### config.mk
export PLATFORM = sky130hd
export DESIGN_NAME = pcm_clock_ctrl
export DESIGN_NICKNAME = d
export VERILOG_FILES = /design/src/pcm_pkg.sv /design/src/pcm_clock_ctrl.sv
export VERILOG_INCLUDE_DIRS = /design/src
export SDC_FILE = /design/constraint.sdc
export NUM_CORES = 1
export LEC_CHECK = 0
export BUFFER_PORTS_ARGS = -buffer_cell sky130_fd_sc_hd__buf_2
export CAP_MARGIN = 10
export CORE_MARGIN = 3
export CORE_UTILIZATION = 49
export CTS_CLUSTER_SIZE = 30
export DETAILED_ROUTE_END_ITERATION = 8
export PLACE_DENSITY = 0.85
export SYNTH_ARGS = -nofsm -noshare
export SYNTH_HDL_FRONTEND = slang
export SYNTH_SLANG_ARGS = --single-unit
### constraint.sdc
create_clock -name clk -period 2.4 [get_ports clk]
set_clock_uncertainty 0.15 [all_clocks]
set_input_delay 0.36 -clock clk [delete_from_list [all_inputs] [get_ports clk]]
set_output_delay 0.36 -clock clk [all_outputs]
set_load 0.01 [all_outputs]
### src/pcm_map.svh
`ifndef PCM_MAP_SVH
`define PCM_MAP_SVH

// register byte offsets
`define PCM_PLLCFG_OFS    8'h00
`define PCM_OSCCFG_OFS    8'h04
`define PCM_SYSCFG_OFS    8'h08
`define PCM_STAT_OFS      8'h0c

// pll config field positions
`define PCM_BYP_POS       0
`define PCM_DISC_POS      1
`define PCM_NDIV_LSB      2
`define PCM_K2_LSB        6
`define PCM_K1_POS        8
`define PCM_VCO_RANGE_SEL_POS    9
`define PCM_SLEEP_POS     10
`define PCM_LOCK_POS      12
`define PCM_PLLCFG_W      11

// osc config field positions
`define PCM_OSC_SOURCE_SEL_LSB     0
`define PCM_OSCLOW_POS    2

// status field positions
`define PCM_ST_NORM_POS   0
`define PCM_ST_PRESC_POS  1
`define PCM_ST_FREE_POS   2
`define PCM_ST_LOCK_POS   3
`define PCM_ST_SRC_LSB    4
`define PCM_ST_START_POS  6
`define PCM_ST_SLEEP_POS  7

// reset values
`define PCM_PLLCFG_RST    11'h0a0
`define PCM_OSC_SOURCE_SEL_RST     2'h0
`define PCM_SYSSEL_RST    2'h0

// source rates and clock rate
`define PCM_CLK_MHZ       100
`define PCM_INT_OSC_MHZ   5
`define PCM_RC_MHZ        18
`define PCM_INT_STEP      (2 * `PCM_INT_OSC_MHZ)
`define PCM_RC_STEP       (2 * `PCM_RC_MHZ)
`define PCM_ACC_MOD       `PCM_CLK_MHZ

// divider and reference source encodings
`define PCM_K2_BASE       5'h02
`define PCM_EXT_SRC       2'h1

`endif

### src/pcm_pkg.sv
package pcm_pkg;

	typedef enum logic [1:0] {
		PCM_MODE_NORMAL = 2'b00,
		PCM_MODE_PRESC  = 2'b01,
		PCM_MODE_FREE   = 2'b10
	} pcm_mode_e;

	typedef enum logic [1:0] {
		PCM_SRC_RC  = 2'b00,
		PCM_SRC_OSC = 2'b01,
		PCM_SRC_PLL = 2'b10
	} pcm_src_e;

	// bit order matches the pll config register, lsb last
	typedef struct packed {
		logic       sleep;
		logic       vcoRange;
		logic       k1;
		logic [1:0] k2;
		logic [3:0] nDiv;
		logic       disc;
		logic       byp;
	} pcm_pll_cfg_s;

	typedef struct packed {
		logic wakeSeq;
		logic powerSave;
		logic oscLow;
		logic lock;
		logic vco;
		logic extOsc;
	} pcm_pins_s;

endpackage : pcm_pkg

### src/pcm_clock_ctrl.sv
// Functional notes
// - system clock from pll, oscillator or rc
// - rc startup clock 18 MHz, not configurable
// - pll reference is internal or external oscillator
// - bypass and disconnect bits decode pll mode
// - normal mode output is reference times N/(P*K2)
// - normal reported when bypass 0, disconnect 0, locked
// - prescaler output is reference divided by K1
// - prescaler needs oscillator ok when external reference
// - free-running output is vco base over K2
// - three conditions lead into free-running mode
// - free-running reported when bypass 0, disconnect 1, unlocked
// - input divider P fixed at one
// - feedback divider N is four-bit field
// - two-bit K2 and one-bit K1 fields
// - divider and mode switches are glitchless
// - pll sleeps on request and during power-save
// - vco range 48 to 160 MHz by select
// - internal 5 MHz oscillator as reference source
// - free-running uses vco frequency without reference
//
// The register addresses and register access over Wishbone were left to the implementer.
`include "pcm_map.svh"

module pcm_clock_ctrl
	import pcm_pkg::*;
(
	input  wire logic        clk,
	input  wire logic        rst_n,
	input  wire logic        wb_cyc_i,
	input  wire logic        wb_stb_i,
	input  wire logic        wb_we_i,
	input  wire logic [7:0]  wb_adr_i,
	input  wire logic [31:0] wb_dat_i,
	input  wire logic [3:0]  wb_sel_i,
	output logic             wb_ack_o,
	output logic      [31:0] wb_dat_o,
	input  wire logic        extOscPin,
	input  wire logic        vcoPin,
	input  wire logic        lockPin,
	input  wire logic        oscTooLowPin,
	input  wire logic        powerSavePin,
	input  wire logic        wakeSeqPin,
	output logic             sysClk,
	output logic             pllClk,
	output logic             fbClk,
	output logic             refClk,
	output logic             pllSleep,
	output logic             vcoRangeSel
);

	logic [1:0]   rstPipe_q;
	logic         rstSync_n;
	pcm_pins_s    pinS1_q;
	pcm_pins_s    pinS2_q;
	pcm_pins_s    pinS3_q;
	logic         extEdge;
	logic         vcoEdge;
	logic [6:0]   intAcc_q;
	logic         intLvl_q;
	logic         intTick_q;
	logic [7:0]   rcAcc_q;
	logic         rcLvl_q;
	pcm_pll_cfg_s pllCfg_q;
	logic [1:0]   oscSrc_q;
	pcm_src_e     swSel_q;
	logic         startup_q;
	logic         refIsExt;
	logic         refTick;
	logic         refLvl;
	pcm_mode_e    modeD;
	logic         normAct;
	logic         prescAct;
	logic         freeAct;
	logic [4:0]   nDiv;
	logic [4:0]   k1Div;
	logic [4:0]   k2Div;
	logic [4:0]   newDiv;
	logic [4:0]   fbCnt_q;
	logic         fbClk_q;
	pcm_mode_e    curMode_q;
	logic [4:0]   curDiv_q;
	logic [4:0]   pllCnt_q;
	logic         pllClk_q;
	logic         pllTick;
	logic         sleepReq;
	logic         pllSleep_q;
	logic         refClk_q;
	logic         vcoRange_q;
	pcm_src_e     reqSel;
	pcm_src_e     sysSel_q;
	logic         sysClk_q;
	logic         curLvl;
	logic         reqLvl;
	logic         wbReq;
	logic         ack_q;
	logic [31:0]  rdat_q;
	logic [31:0]  wMask;
	logic [31:0]  rdMux;
	logic [31:0]  pllImg;
	logic [31:0]  pllNew;
	logic [31:0]  oscImg;
	logic [31:0]  oscNew;
	logic [31:0]  sysImg;
	logic [31:0]  sysNew;
	logic [31:0]  statImg;
	logic         wrPll;
	logic         wrOsc;
	logic         wrSys;

	// reset release through two flops
	always_ff @(posedge clk or negedge rst_n) begin
		if (!rst_n) begin
			rstPipe_q <= 2'h0;
		end else begin
			rstPipe_q <= {rstPipe_q[0], 1'b1};
		end
	end
	assign rstSync_n = rstPipe_q[1];

	// pins come from other domains; stage three only for edges
	always_ff @(posedge clk or negedge rstSync_n) begin
		if (!rstSync_n) begin
			pinS1_q <= '0;
			pinS2_q <= '0;
			pinS3_q <= '0;
		end else begin
			pinS1_q <= {wakeSeqPin, powerSavePin, oscTooLowPin,
				lockPin, vcoPin, extOscPin};
			pinS2_q <= pinS1_q;
			pinS3_q <= pinS2_q;
		end
	end
	// both edges count, so a divide by one still gives a clean wave
	assign extEdge = pinS2_q.extOsc ^ pinS3_q.extOsc;
	assign vcoEdge = pinS2_q.vco ^ pinS3_q.vco;

	// internal reference oscillator as a fractional rate enable
	always_ff @(posedge clk or negedge rstSync_n) begin
		if (!rstSync_n) begin
			intAcc_q  <= 7'h00;
			intLvl_q  <= 1'b0;
			intTick_q <= 1'b0;
		end else if (intAcc_q + 7'(`PCM_INT_STEP) >= 7'(`PCM_ACC_MOD)) begin
			intAcc_q  <= intAcc_q + 7'(`PCM_INT_STEP) - 7'(`PCM_ACC_MOD);
			intLvl_q  <= ~intLvl_q;
			intTick_q <= 1'b1;
		end else begin
			intAcc_q  <= intAcc_q + 7'(`PCM_INT_STEP);
			intTick_q <= 1'b0;
		end
	end

	// rc startup clock, fixed rate with no software knob
	always_ff @(posedge clk or negedge rstSync_n) begin
		if (!rstSync_n) begin
			rcAcc_q <= 8'h00;
			rcLvl_q <= 1'b0;
		end else if (rcAcc_q + 8'(`PCM_RC_STEP) >= 8'(`PCM_ACC_MOD)) begin
			rcAcc_q <= rcAcc_q + 8'(`PCM_RC_STEP) - 8'(`PCM_ACC_MOD);
			rcLvl_q <= ~rcLvl_q;
		end else begin
			rcAcc_q <= rcAcc_q + 8'(`PCM_RC_STEP);
		end
	end

	// reference selection
	assign refIsExt = (oscSrc_q == `PCM_EXT_SRC);
	assign refTick  = refIsExt ? extEdge : intTick_q;
	assign refLvl   = refIsExt ? pinS2_q.extOsc : intLvl_q;

	// mode decode, external oscillator loss in bypass forces free-running
	always_comb begin
		modeD = PCM_MODE_NORMAL;
		if (pllCfg_q.byp) begin
			if (refIsExt && pinS2_q.oscLow) begin
				modeD = PCM_MODE_FREE;
			end else begin
				modeD = PCM_MODE_PRESC;
			end
		end else if (pllCfg_q.disc || !pinS2_q.lock) begin
			modeD = PCM_MODE_FREE;
		end
	end

	assign normAct  = !pllCfg_q.byp && !pllCfg_q.disc
		&& pinS2_q.lock;
	assign prescAct = pllCfg_q.byp
		&& !(refIsExt && pinS2_q.oscLow);
	assign freeAct  = !pllCfg_q.byp && pllCfg_q.disc
		&& !pinS2_q.lock;

	// divisor decode; P is one, so no input divider exists
	assign nDiv  = (pllCfg_q.nDiv == 4'h0) ? 5'h10
		: {1'b0, pllCfg_q.nDiv};
	assign k2Div = {3'h0, pllCfg_q.k2} + `PCM_K2_BASE;
	assign k1Div = pllCfg_q.k1 ? 5'h02 : 5'h01;
	assign newDiv = (modeD == PCM_MODE_PRESC) ? k1Div : k2Div;

	// feedback divider output for the phase detector
	always_ff @(posedge clk or negedge rstSync_n) begin
		if (!rstSync_n) begin
			fbCnt_q <= 5'h00;
			fbClk_q <= 1'b0;
		end else if (pllSleep_q) begin
			fbCnt_q <= 5'h00;
			fbClk_q <= 1'b0;
		end else if (vcoEdge) begin
			if (fbCnt_q + 5'h01 >= nDiv) begin
				fbCnt_q <= 5'h00;
				fbClk_q <= ~fbClk_q;
			end else begin
				fbCnt_q <= fbCnt_q + 5'h01;
			end
		end
	end

	// reference level forwarded to the analog phase detector
	always_ff @(posedge clk or negedge rstSync_n) begin
		if (!rstSync_n) begin
			refClk_q <= 1'b0;
		end else begin
			refClk_q <= refLvl & ~pllSleep_q;
		end
	end

	// normal and free-running both divide vco edges by K2; locked
	// the vco runs at ref*N, unlocked it runs at its base rate
	assign pllTick = (curMode_q == PCM_MODE_PRESC) ? refTick
		: vcoEdge;

	// new mode and divisor load at a falling edge of the output
	// or during sleep, so a switch never cuts a high phase short
	always_ff @(posedge clk or negedge rstSync_n) begin
		if (!rstSync_n) begin
			curMode_q <= PCM_MODE_NORMAL;
			curDiv_q  <= `PCM_K2_BASE;
			pllCnt_q  <= 5'h00;
			pllClk_q  <= 1'b0;
		end else if (pllSleep_q) begin
			curMode_q <= modeD;
			curDiv_q  <= newDiv;
			pllCnt_q  <= 5'h00;
			pllClk_q  <= 1'b0;
		end else if (pllTick) begin
			if (pllCnt_q + 5'h01 >= curDiv_q) begin
				pllCnt_q <= 5'h00;
				pllClk_q <= ~pllClk_q;
				if (pllClk_q) begin
					curMode_q <= modeD;
					curDiv_q  <= newDiv;
				end
			end else begin
				pllCnt_q <= pllCnt_q + 5'h01;
			end
		end
	end

	// sleep follows the bit or power-save without software help
	assign sleepReq = pllCfg_q.sleep | pinS2_q.powerSave;
	always_ff @(posedge clk or negedge rstSync_n) begin
		if (!rstSync_n) begin
			pllSleep_q <= 1'b0;
			vcoRange_q <= 1'b0;
		end else begin
			pllSleep_q <= sleepReq;
			vcoRange_q <= pllCfg_q.vcoRange;
		end
	end

	// rc clock forced during startup and the wake-up sequence
	always_comb begin
		reqSel = swSel_q;
		if (startup_q || pinS2_q.wakeSeq) begin
			reqSel = PCM_SRC_RC;
		end
	end

	always_comb begin
		unique case (sysSel_q)
			PCM_SRC_RC:  curLvl = rcLvl_q;
			PCM_SRC_OSC: curLvl = pinS2_q.extOsc;
			PCM_SRC_PLL: curLvl = pllClk_q;
			default:     curLvl = rcLvl_q;
		endcase
	end

	always_comb begin
		unique case (reqSel)
			PCM_SRC_RC:  reqLvl = rcLvl_q;
			PCM_SRC_OSC: reqLvl = pinS2_q.extOsc;
			PCM_SRC_PLL: reqLvl = pllClk_q;
			default:     reqLvl = rcLvl_q;
		endcase
	end

	// switch once output is low too, so no high phase is cut short
	always_ff @(posedge clk or negedge rstSync_n) begin
		if (!rstSync_n) begin
			sysSel_q <= PCM_SRC_RC;
			sysClk_q <= 1'b0;
		end else begin
			if (reqSel != sysSel_q && !sysClk_q && !curLvl && !reqLvl) begin
				sysSel_q <= reqSel;
				sysClk_q <= 1'b0;
			end else begin
				sysClk_q <= curLvl;
			end
		end
	end

	// startup phase ends on the first source selection write
	always_ff @(posedge clk or negedge rstSync_n) begin
		if (!rstSync_n) begin
			startup_q <= 1'b1;
		end else if (wrSys) begin
			startup_q <= 1'b0;
		end
	end

	// wishbone slave, one wait state, unmapped reads return zero
	assign wbReq = wb_cyc_i & wb_stb_i & ~ack_q;
	assign wMask = {{8{wb_sel_i[3]}}, {8{wb_sel_i[2]}},
		{8{wb_sel_i[1]}}, {8{wb_sel_i[0]}}};
	assign wrPll = wbReq & wb_we_i & (wb_adr_i == `PCM_PLLCFG_OFS);
	assign wrOsc = wbReq & wb_we_i & (wb_adr_i == `PCM_OSCCFG_OFS);
	assign wrSys = wbReq & wb_we_i & (wb_adr_i == `PCM_SYSCFG_OFS);

	always_comb begin
		pllImg = 32'h0;
		pllImg[`PCM_PLLCFG_W-1:0] = pllCfg_q;
		pllImg[`PCM_LOCK_POS] = pinS2_q.lock;
		oscImg = 32'h0;
		oscImg[`PCM_OSC_SOURCE_SEL_LSB +: 2] = oscSrc_q;
		oscImg[`PCM_OSCLOW_POS] = pinS2_q.oscLow;
		sysImg = 32'h0;
		sysImg[1:0] = swSel_q;
		statImg = 32'h0;
		statImg[`PCM_ST_NORM_POS]  = normAct;
		statImg[`PCM_ST_PRESC_POS] = prescAct;
		statImg[`PCM_ST_FREE_POS]  = freeAct;
		statImg[`PCM_ST_LOCK_POS]  = pinS2_q.lock;
		statImg[`PCM_ST_SRC_LSB +: 2] = sysSel_q;
		statImg[`PCM_ST_START_POS] = startup_q;
		statImg[`PCM_ST_SLEEP_POS] = pllSleep_q;
		pllNew = (pllImg & ~wMask) | (wb_dat_i & wMask);
		oscNew = (oscImg & ~wMask) | (wb_dat_i & wMask);
		sysNew = (sysImg & ~wMask) | (wb_dat_i & wMask);
	end

	always_comb begin
		unique case (wb_adr_i)
			`PCM_PLLCFG_OFS: rdMux = pllImg;
			`PCM_OSCCFG_OFS: rdMux = oscImg;
			`PCM_SYSCFG_OFS: rdMux = sysImg;
			`PCM_STAT_OFS:   rdMux = statImg;
			default:         rdMux = 32'h0;
		endcase
	end

	always_ff @(posedge clk or negedge rstSync_n) begin
		if (!rstSync_n) begin
			ack_q  <= 1'b0;
			rdat_q <= 32'h0;
		end else begin
			ack_q  <= wbReq;
			rdat_q <= wbReq ? rdMux : 32'h0;
		end
	end

	// lock and oscillator-low bits are never stored from writes
	always_ff @(posedge clk or negedge rstSync_n) begin
		if (!rstSync_n) begin
			pllCfg_q <= `PCM_PLLCFG_RST;
		end else if (wrPll) begin
			pllCfg_q <= pllNew[`PCM_PLLCFG_W-1:0];
		end
	end

	always_ff @(posedge clk or negedge rstSync_n) begin
		if (!rstSync_n) begin
			oscSrc_q <= `PCM_OSC_SOURCE_SEL_RST;
		end else if (wrOsc) begin
			oscSrc_q <= oscNew[`PCM_OSC_SOURCE_SEL_LSB +: 2];
		end
	end

	// the unused code 3 is kept as rc so software cannot stall
	always_ff @(posedge clk or negedge rstSync_n) begin
		if (!rstSync_n) begin
			swSel_q <= pcm_src_e'(`PCM_SYSSEL_RST);
		end else if (wrSys) begin
			swSel_q <= (sysNew[1:0] == 2'h3) ? PCM_SRC_RC
				: pcm_src_e'(sysNew[1:0]);
		end
	end

	assign wb_ack_o    = ack_q;
	assign wb_dat_o    = rdat_q;
	assign sysClk      = sysClk_q;
	assign pllClk      = pllClk_q;
	assign fbClk       = fbClk_q;
	assign refClk      = refClk_q;
	assign pllSleep    = pllSleep_q;
	assign vcoRangeSel = vcoRange_q;

endmodule // pcm_clock_ctrl

# Word level (Yosys, flattened, before mapping)
# Cells that the tools add are included.
dict set report word_totals {
  regBits 89
  elab_cells 157
  output_inout_bits 39
  input_bits 55
}
dict set report classes {
  n_eq_ne 12
  mux 39
  addsub 7
  magnitude_cmp 4
  reduce_logical 28
  bitwise_logic 24
}
# op count
set op_table {}
lappend op_table {{5-bit 2-to-1 mux} 11}
lappend op_table {{13-bit one-hot mux with 4 select lines} 1}
lappend op_table {{11-bit bitwise AND} 2}
lappend op_table {{2-bit 2-to-1 mux} 10}
lappend op_table {{8-bit by 4-bit equality test with 1-bit output (second input constant)} 2}
lappend op_table {{13-bit 2-to-1 mux} 1}
lappend op_table {{1-bit 2-to-1 mux} 11}
lappend op_table {{11-bit inverter} 1}
lappend op_table {{11-bit bitwise OR} 1}
lappend op_table {{5-bit by 1-bit adder with 5-bit output (second input constant)} 2}
lappend op_table {{2-bit by 1-bit equality test with 1-bit output (second input constant)} 5}
lappend op_table {{5-bit greater-or-equal comparator} 2}
lappend op_table {{2-bit nonzero test} 5}
lappend op_table {{1-bit logical AND} 9}
lappend op_table {{8-bit by 6-bit adder with 8-bit output (second input constant)} 1}
lappend op_table {{8-bit by 3-bit equality test with 1-bit output (second input constant)} 1}
lappend op_table {{8-bit by 7-bit greater-or-equal comparator with 1-bit output (second input constant)} 1}
lappend op_table {{8-bit zero test} 1}
lappend op_table {{8-bit 2-to-1 mux} 1}
lappend op_table {{8-bit by 7-bit subtractor with 8-bit output (second input constant)} 1}
lappend op_table {{7-bit by 4-bit adder with 7-bit output (second input constant)} 1}
lappend op_table {{1-bit bitwise AND} 7}
lappend op_table {{7-bit greater-or-equal comparator (second input constant)} 1}
lappend op_table {{1-bit zero test} 7}
lappend op_table {{other kinds (16)} 29}

# Depth between registers and ports, before layout
dict set report logic_depth {
  depth_word 10
  depth_mapped 9
  mapped_depth_nobuf 9
}

# Worst setup path before layout
# Ideal clock, no wire load.
dict set report synth_timing {
  path_kind {register -> register}
  from {register pllCnt_q[0]}
  to {register curDiv_q[2]}
  arrival_time_ns 2.114
  required_ns 2.125
  n_path_buf 1
  path_slack_ns 0.010
  synth_period_minus_slack_ns 2.390
  path_stages_with_launch 10
  path_cell_list {dfrtp_1 -> ha_1 -> xor2_1 -> ha_1 -> inv_1 -> o2111ai_2 -> inv_2 -> or3_1 -> buf_6 -> mux2_4}
}
dict set report synth_between {
  elab_chain_cells 4
}
# item line_no
set synth_rtl {}
lappend synth_rtl {{from (decl)} pcm_clock_ctrl.sv:83} ;# logic [4:0] pllCnt_q;
lappend synth_rtl {{from (signal assigned)} pcm_clock_ctrl.sv:254} ;# pllCnt_q <= pllCnt_q + 5'h01;
lappend synth_rtl {{5-bit by 1-bit adder with 5-bit output} pcm_clock_ctrl.sv:246} ;# if (pllCnt_q + 5'h01 >= curDiv_q) begin
lappend synth_rtl {{5-bit greater-or-equal comparator} pcm_clock_ctrl.sv:246}
lappend synth_rtl {{2-bit nonzero test (no line)} n/a}
lappend synth_rtl {{3-bit AND reduction (no line)} n/a}
lappend synth_rtl {{to (signal assigned)} pcm_clock_ctrl.sv:237} ;# curDiv_q <= `PCM_K2_BASE;
lappend synth_rtl {{to (signal assigned)} pcm_clock_ctrl.sv:242} ;# curDiv_q <= newDiv;
lappend synth_rtl {{to (signal assigned)} pcm_clock_ctrl.sv:251} ;# curDiv_q <= newDiv;
lappend synth_rtl {{to (decl)} pcm_clock_ctrl.sv:82} ;# logic [4:0] curDiv_q;
# No other way between the ends.
# A chain may end at the register's enable or synchronous reset.

# Worst setup path after layout
dict set report layout_timing {
  from {register pllCnt_q[1]}
  to {register curMode_q[0]}
}
dict set report layout_between {
  elab_chain_cells 4
}
# item line_no
set layout_rtl {}
lappend layout_rtl {{5-bit by 1-bit adder with 5-bit output} pcm_clock_ctrl.sv:246}
lappend layout_rtl {{5-bit greater-or-equal comparator} pcm_clock_ctrl.sv:246}
lappend layout_rtl {{2-bit nonzero test (no line)} n/a}
lappend layout_rtl {{3-bit AND reduction (no line)} n/a}
lappend layout_rtl {{to (signal assigned)} pcm_clock_ctrl.sv:241} ;# curMode_q <= modeD;
lappend layout_rtl {{to (signal assigned)} pcm_clock_ctrl.sv:250} ;# curMode_q <= modeD;
lappend layout_rtl {{to (decl)} pcm_clock_ctrl.sv:81} ;# pcm_mode_e curMode_q;
# No other way between the ends.

==> results.json <==
{
  "status": "complete, no violations",
  "antennaDiodeCount": 0,
  "viasPerCell": 5.298,
  "avgSynthCellArea_um2": 10.98,
  "core_mm2": 0.007928,
  "overflow": 0,
  "drc": 0,
  "areaGrowthSynthToFinish_pct": 16.94,
  "grt_pass1_vias": 3005,
  "ys_types": 55,
  "period_minus_slack_ns": 2.356,
  "critPathMaxFanout": 5,
  "dr_total_vias": 2935,
  "clock-sinks": 83,
  "root_buffer": "clkbuf_8",
  "setup_viol": 0,
  "grt_max_degree": 43,
  "port_buffers": 50,
  "gp_congestion": 0.8490,
  "yosys_most_used_dff": "dfrtp_1",
  "dieArea_mm2": 0.009515,
  "setup.worst_path.class": "reg -> reg",
  "powerDensity_mw_per_mm2": 625.5,
  "crit_buf_inv": 1,
  "routedWlPerCell_um": 14.77,
  "critical_path.top_delay_family": "adder cells",
  "initial_core_util": 0.5180,
  "htreeDepth": 3,
  "antenna_left": 0,
  "rr_worst_depth": 7,
  "clk_pin_slew_worst_paths_ns": 0.09,
  "clk-insertion-delay-late_ns": 0.35,
  "maxCapViolations": 0,
  "row_count": 32,
  "cts_tree": "done",
  "placed_cell_area_mm2": 0.004458,
  "final_util": 0.6057,
  "cts.path.max_buffers": 2,
  "firstDrtPassIters": 4,
  "worst_slack_ns": 0.04424,
  "grtUsageTotal": 0.1798,
  "place.detailed.hpwl_um": 5852,
  "end_kind": "flip-flop",
  "worst_path_max_delay_cell": "or3_4",
  "rsz0062_at_grt": "yes",
  "finalMaxSlewViolations": 0,
  "synth_edf_count": 0,
  "netlist_instances": 374,
  "dp_slack_ns": -0.07412,
  "crit_chain": "ha_2, ha_4, a21oi_2, o2111ai_2, inv_2, or3_4, mux2_4",
  "drive_gt1_frac": 0.2854,
  "ys_warn_count": 0,
  "async_flop_share": 1.000,
  "hold_viol": 0,
  "numCtsBuffers": 9,
  "ios": 94,
  "grt_pass1_wl_um": 14060,
  "fin_crit_sh": 0.9816,
  "worstPathRequired_ns": 2.49,
  "synth.yosys.seq_area_share": 0.5070,
  "first_iter_violations": 214,
  "nNetsFinal": 521,
  "synth_area_mm2": 0.004106,
  "routed_wl_um": 8180,
  "critPathLaunchType": "flip-flop",
  "cp_num_cells": 7,
  "critPathMaxStageDelay_ns": 0.44,
  "fin_area_mm2": 0.004802,
  "die_w_um": 97.55,
  "arrival_ns": 2.44,
  "min_path_type": "in -> reg",
  "timing.fmax_mhz": 424.5,
  "min_delay_path_depth": 2,
  "p_leak_nw": 2.373,
  "tightest_slew_ns": 0.5435,
  "timing.max_slew.rel_slack": 0.6376,
  "layout_common_cells": "77 x dfrtp_1, 50 x buf_2, 36 x nor2_1",
  "synth_seq_cells": 83,
  "fin_setup_tns_ns": 0,
  "final_common_cell": "dfrtp_1",
  "die_y_um": 97.55,
  "vdd_ir_drop_max_uv": 498.0,
  "grt_antenna_before_repair": 0
}
==> worst paths after layout <==
path / startpoint / to / slack, ns
worst max-delay path: pllCnt_q[1] / curMode_q[0] / 0.04
worst min-delay path: wb_dat_i[3] / flip-flop / 0.08
worst max register to register: pllCnt_q[1] / curMode_q[0] / 0.04
worst min register to register: rstPipe_q[1] / async pin / 0.17
max in group asynchronous: rstPipe_q[1] / curDiv_q[1] / 1.31
min in group asynchronous: rst_n / rstPipe_q[1] / 0.17
==> cell usage after synthesis, drive strengths merged (2+ instances only) <==
cell / n / area [um^2]
dfstp: 4 / 105.1
nor3: 3 / 15.01
a22o: 3 / 26.28
nor2b: 11 / 76.32
nand2b: 10 / 62.56
a2111oi: 3 / 26.28
nand2: 22 / 82.58
mux2: 19 / 229.0
or3: 3 / 18.77
clkbuf: 4 / 15.01
o21ai: 23 / 118.9
a22oi: 8 / 60.06
xnor2: 11 / 103.9
mux4: 2 / 45.04
xor2: 9 / 86.34
a21oi: 12 / 63.81
nor3b: 2 / 15.01
nand3: 6 / 30.03
inv: 19 / 71.31
ha: 19 / 237.7
nor2: 36 / 135.1
or2: 2 / 12.51
and2: 11 / 68.82
and3: 2 / 17.52
o31ai: 2 / 15.01
dfrtp: 79 / 1977
buf: 25 / 181.4
a31oi: 3 / 18.77
nand4: 2 / 18.77
conb: 2 / 7.510
mux2i: 4 / 40.04
a21o: 2 / 15.01
==> stage by stage <==
step	hold slack [ns]	total power, mW	std cells
CTS	0.06823	2.934	550
detailed placement	-0.004454	1.916	527
global route	0.07808	3.144	554
global placement	-0.004882	1.884	527
floorplan	-0.08559	1.811	393
finish	0.07989	3.004	554
==> layout make-up <==
cell class | instances | area (um^2)
fill | 630 | 3126
sequential | 83 | 2087
multi-input combinational | 262 | 1869
timing repair buffer | 72 | 445.4
tap | 102 | 127.6
clock buffer | 9 | 123.9
clock inverter | 7 | 77.57
inverter | 19 | 71.32
==> routing by layer <==
layer / up-vias / share of wire / track usage
li1: 1375 / - / -
met1: 1449 / 0.41 / 0.2225
met2: 95 / 0.52 / 0.3121
met3: 16 / 0.054 / 0.03589
met4: 0 / 0.018 / 0.06390
met5: - / 0 / 0
==> repair_timing <==
action,CTS,global route
pin swaps,0,3
buffers inserted,0,4
setup endpoints to repair,4,14
endpoints found under the hold margin,8,0
hold buffers,7,0
resized for setup,1,8
==> cells by family after synthesis <==
group / Yosys count / synth area share
flip-flops: 83 / 0.5070
buffers and inverters: 48 / 0.06520
XOR/XNOR: 20 / 0.04632
AND/OR/NAND/NOR: 115 / 0.1438
multiplexers: 25 / 0.07648
AO/OA/AOI/OAI: 62 / 0.1015
adder cells (fa/ha/maj): 19 / 0.05789
other: 2 / 0.001829
==> power breakdown <==
group / total (mW) / switching, mW / internal, mW
sequential: 1.52 / 0.0629 / 1.45
clock: 1.00 / 0.514 / 0.488
combinational: 0.485 / 0.232 / 0.253
No activity file was read; power rests on OpenSTA's default activity.
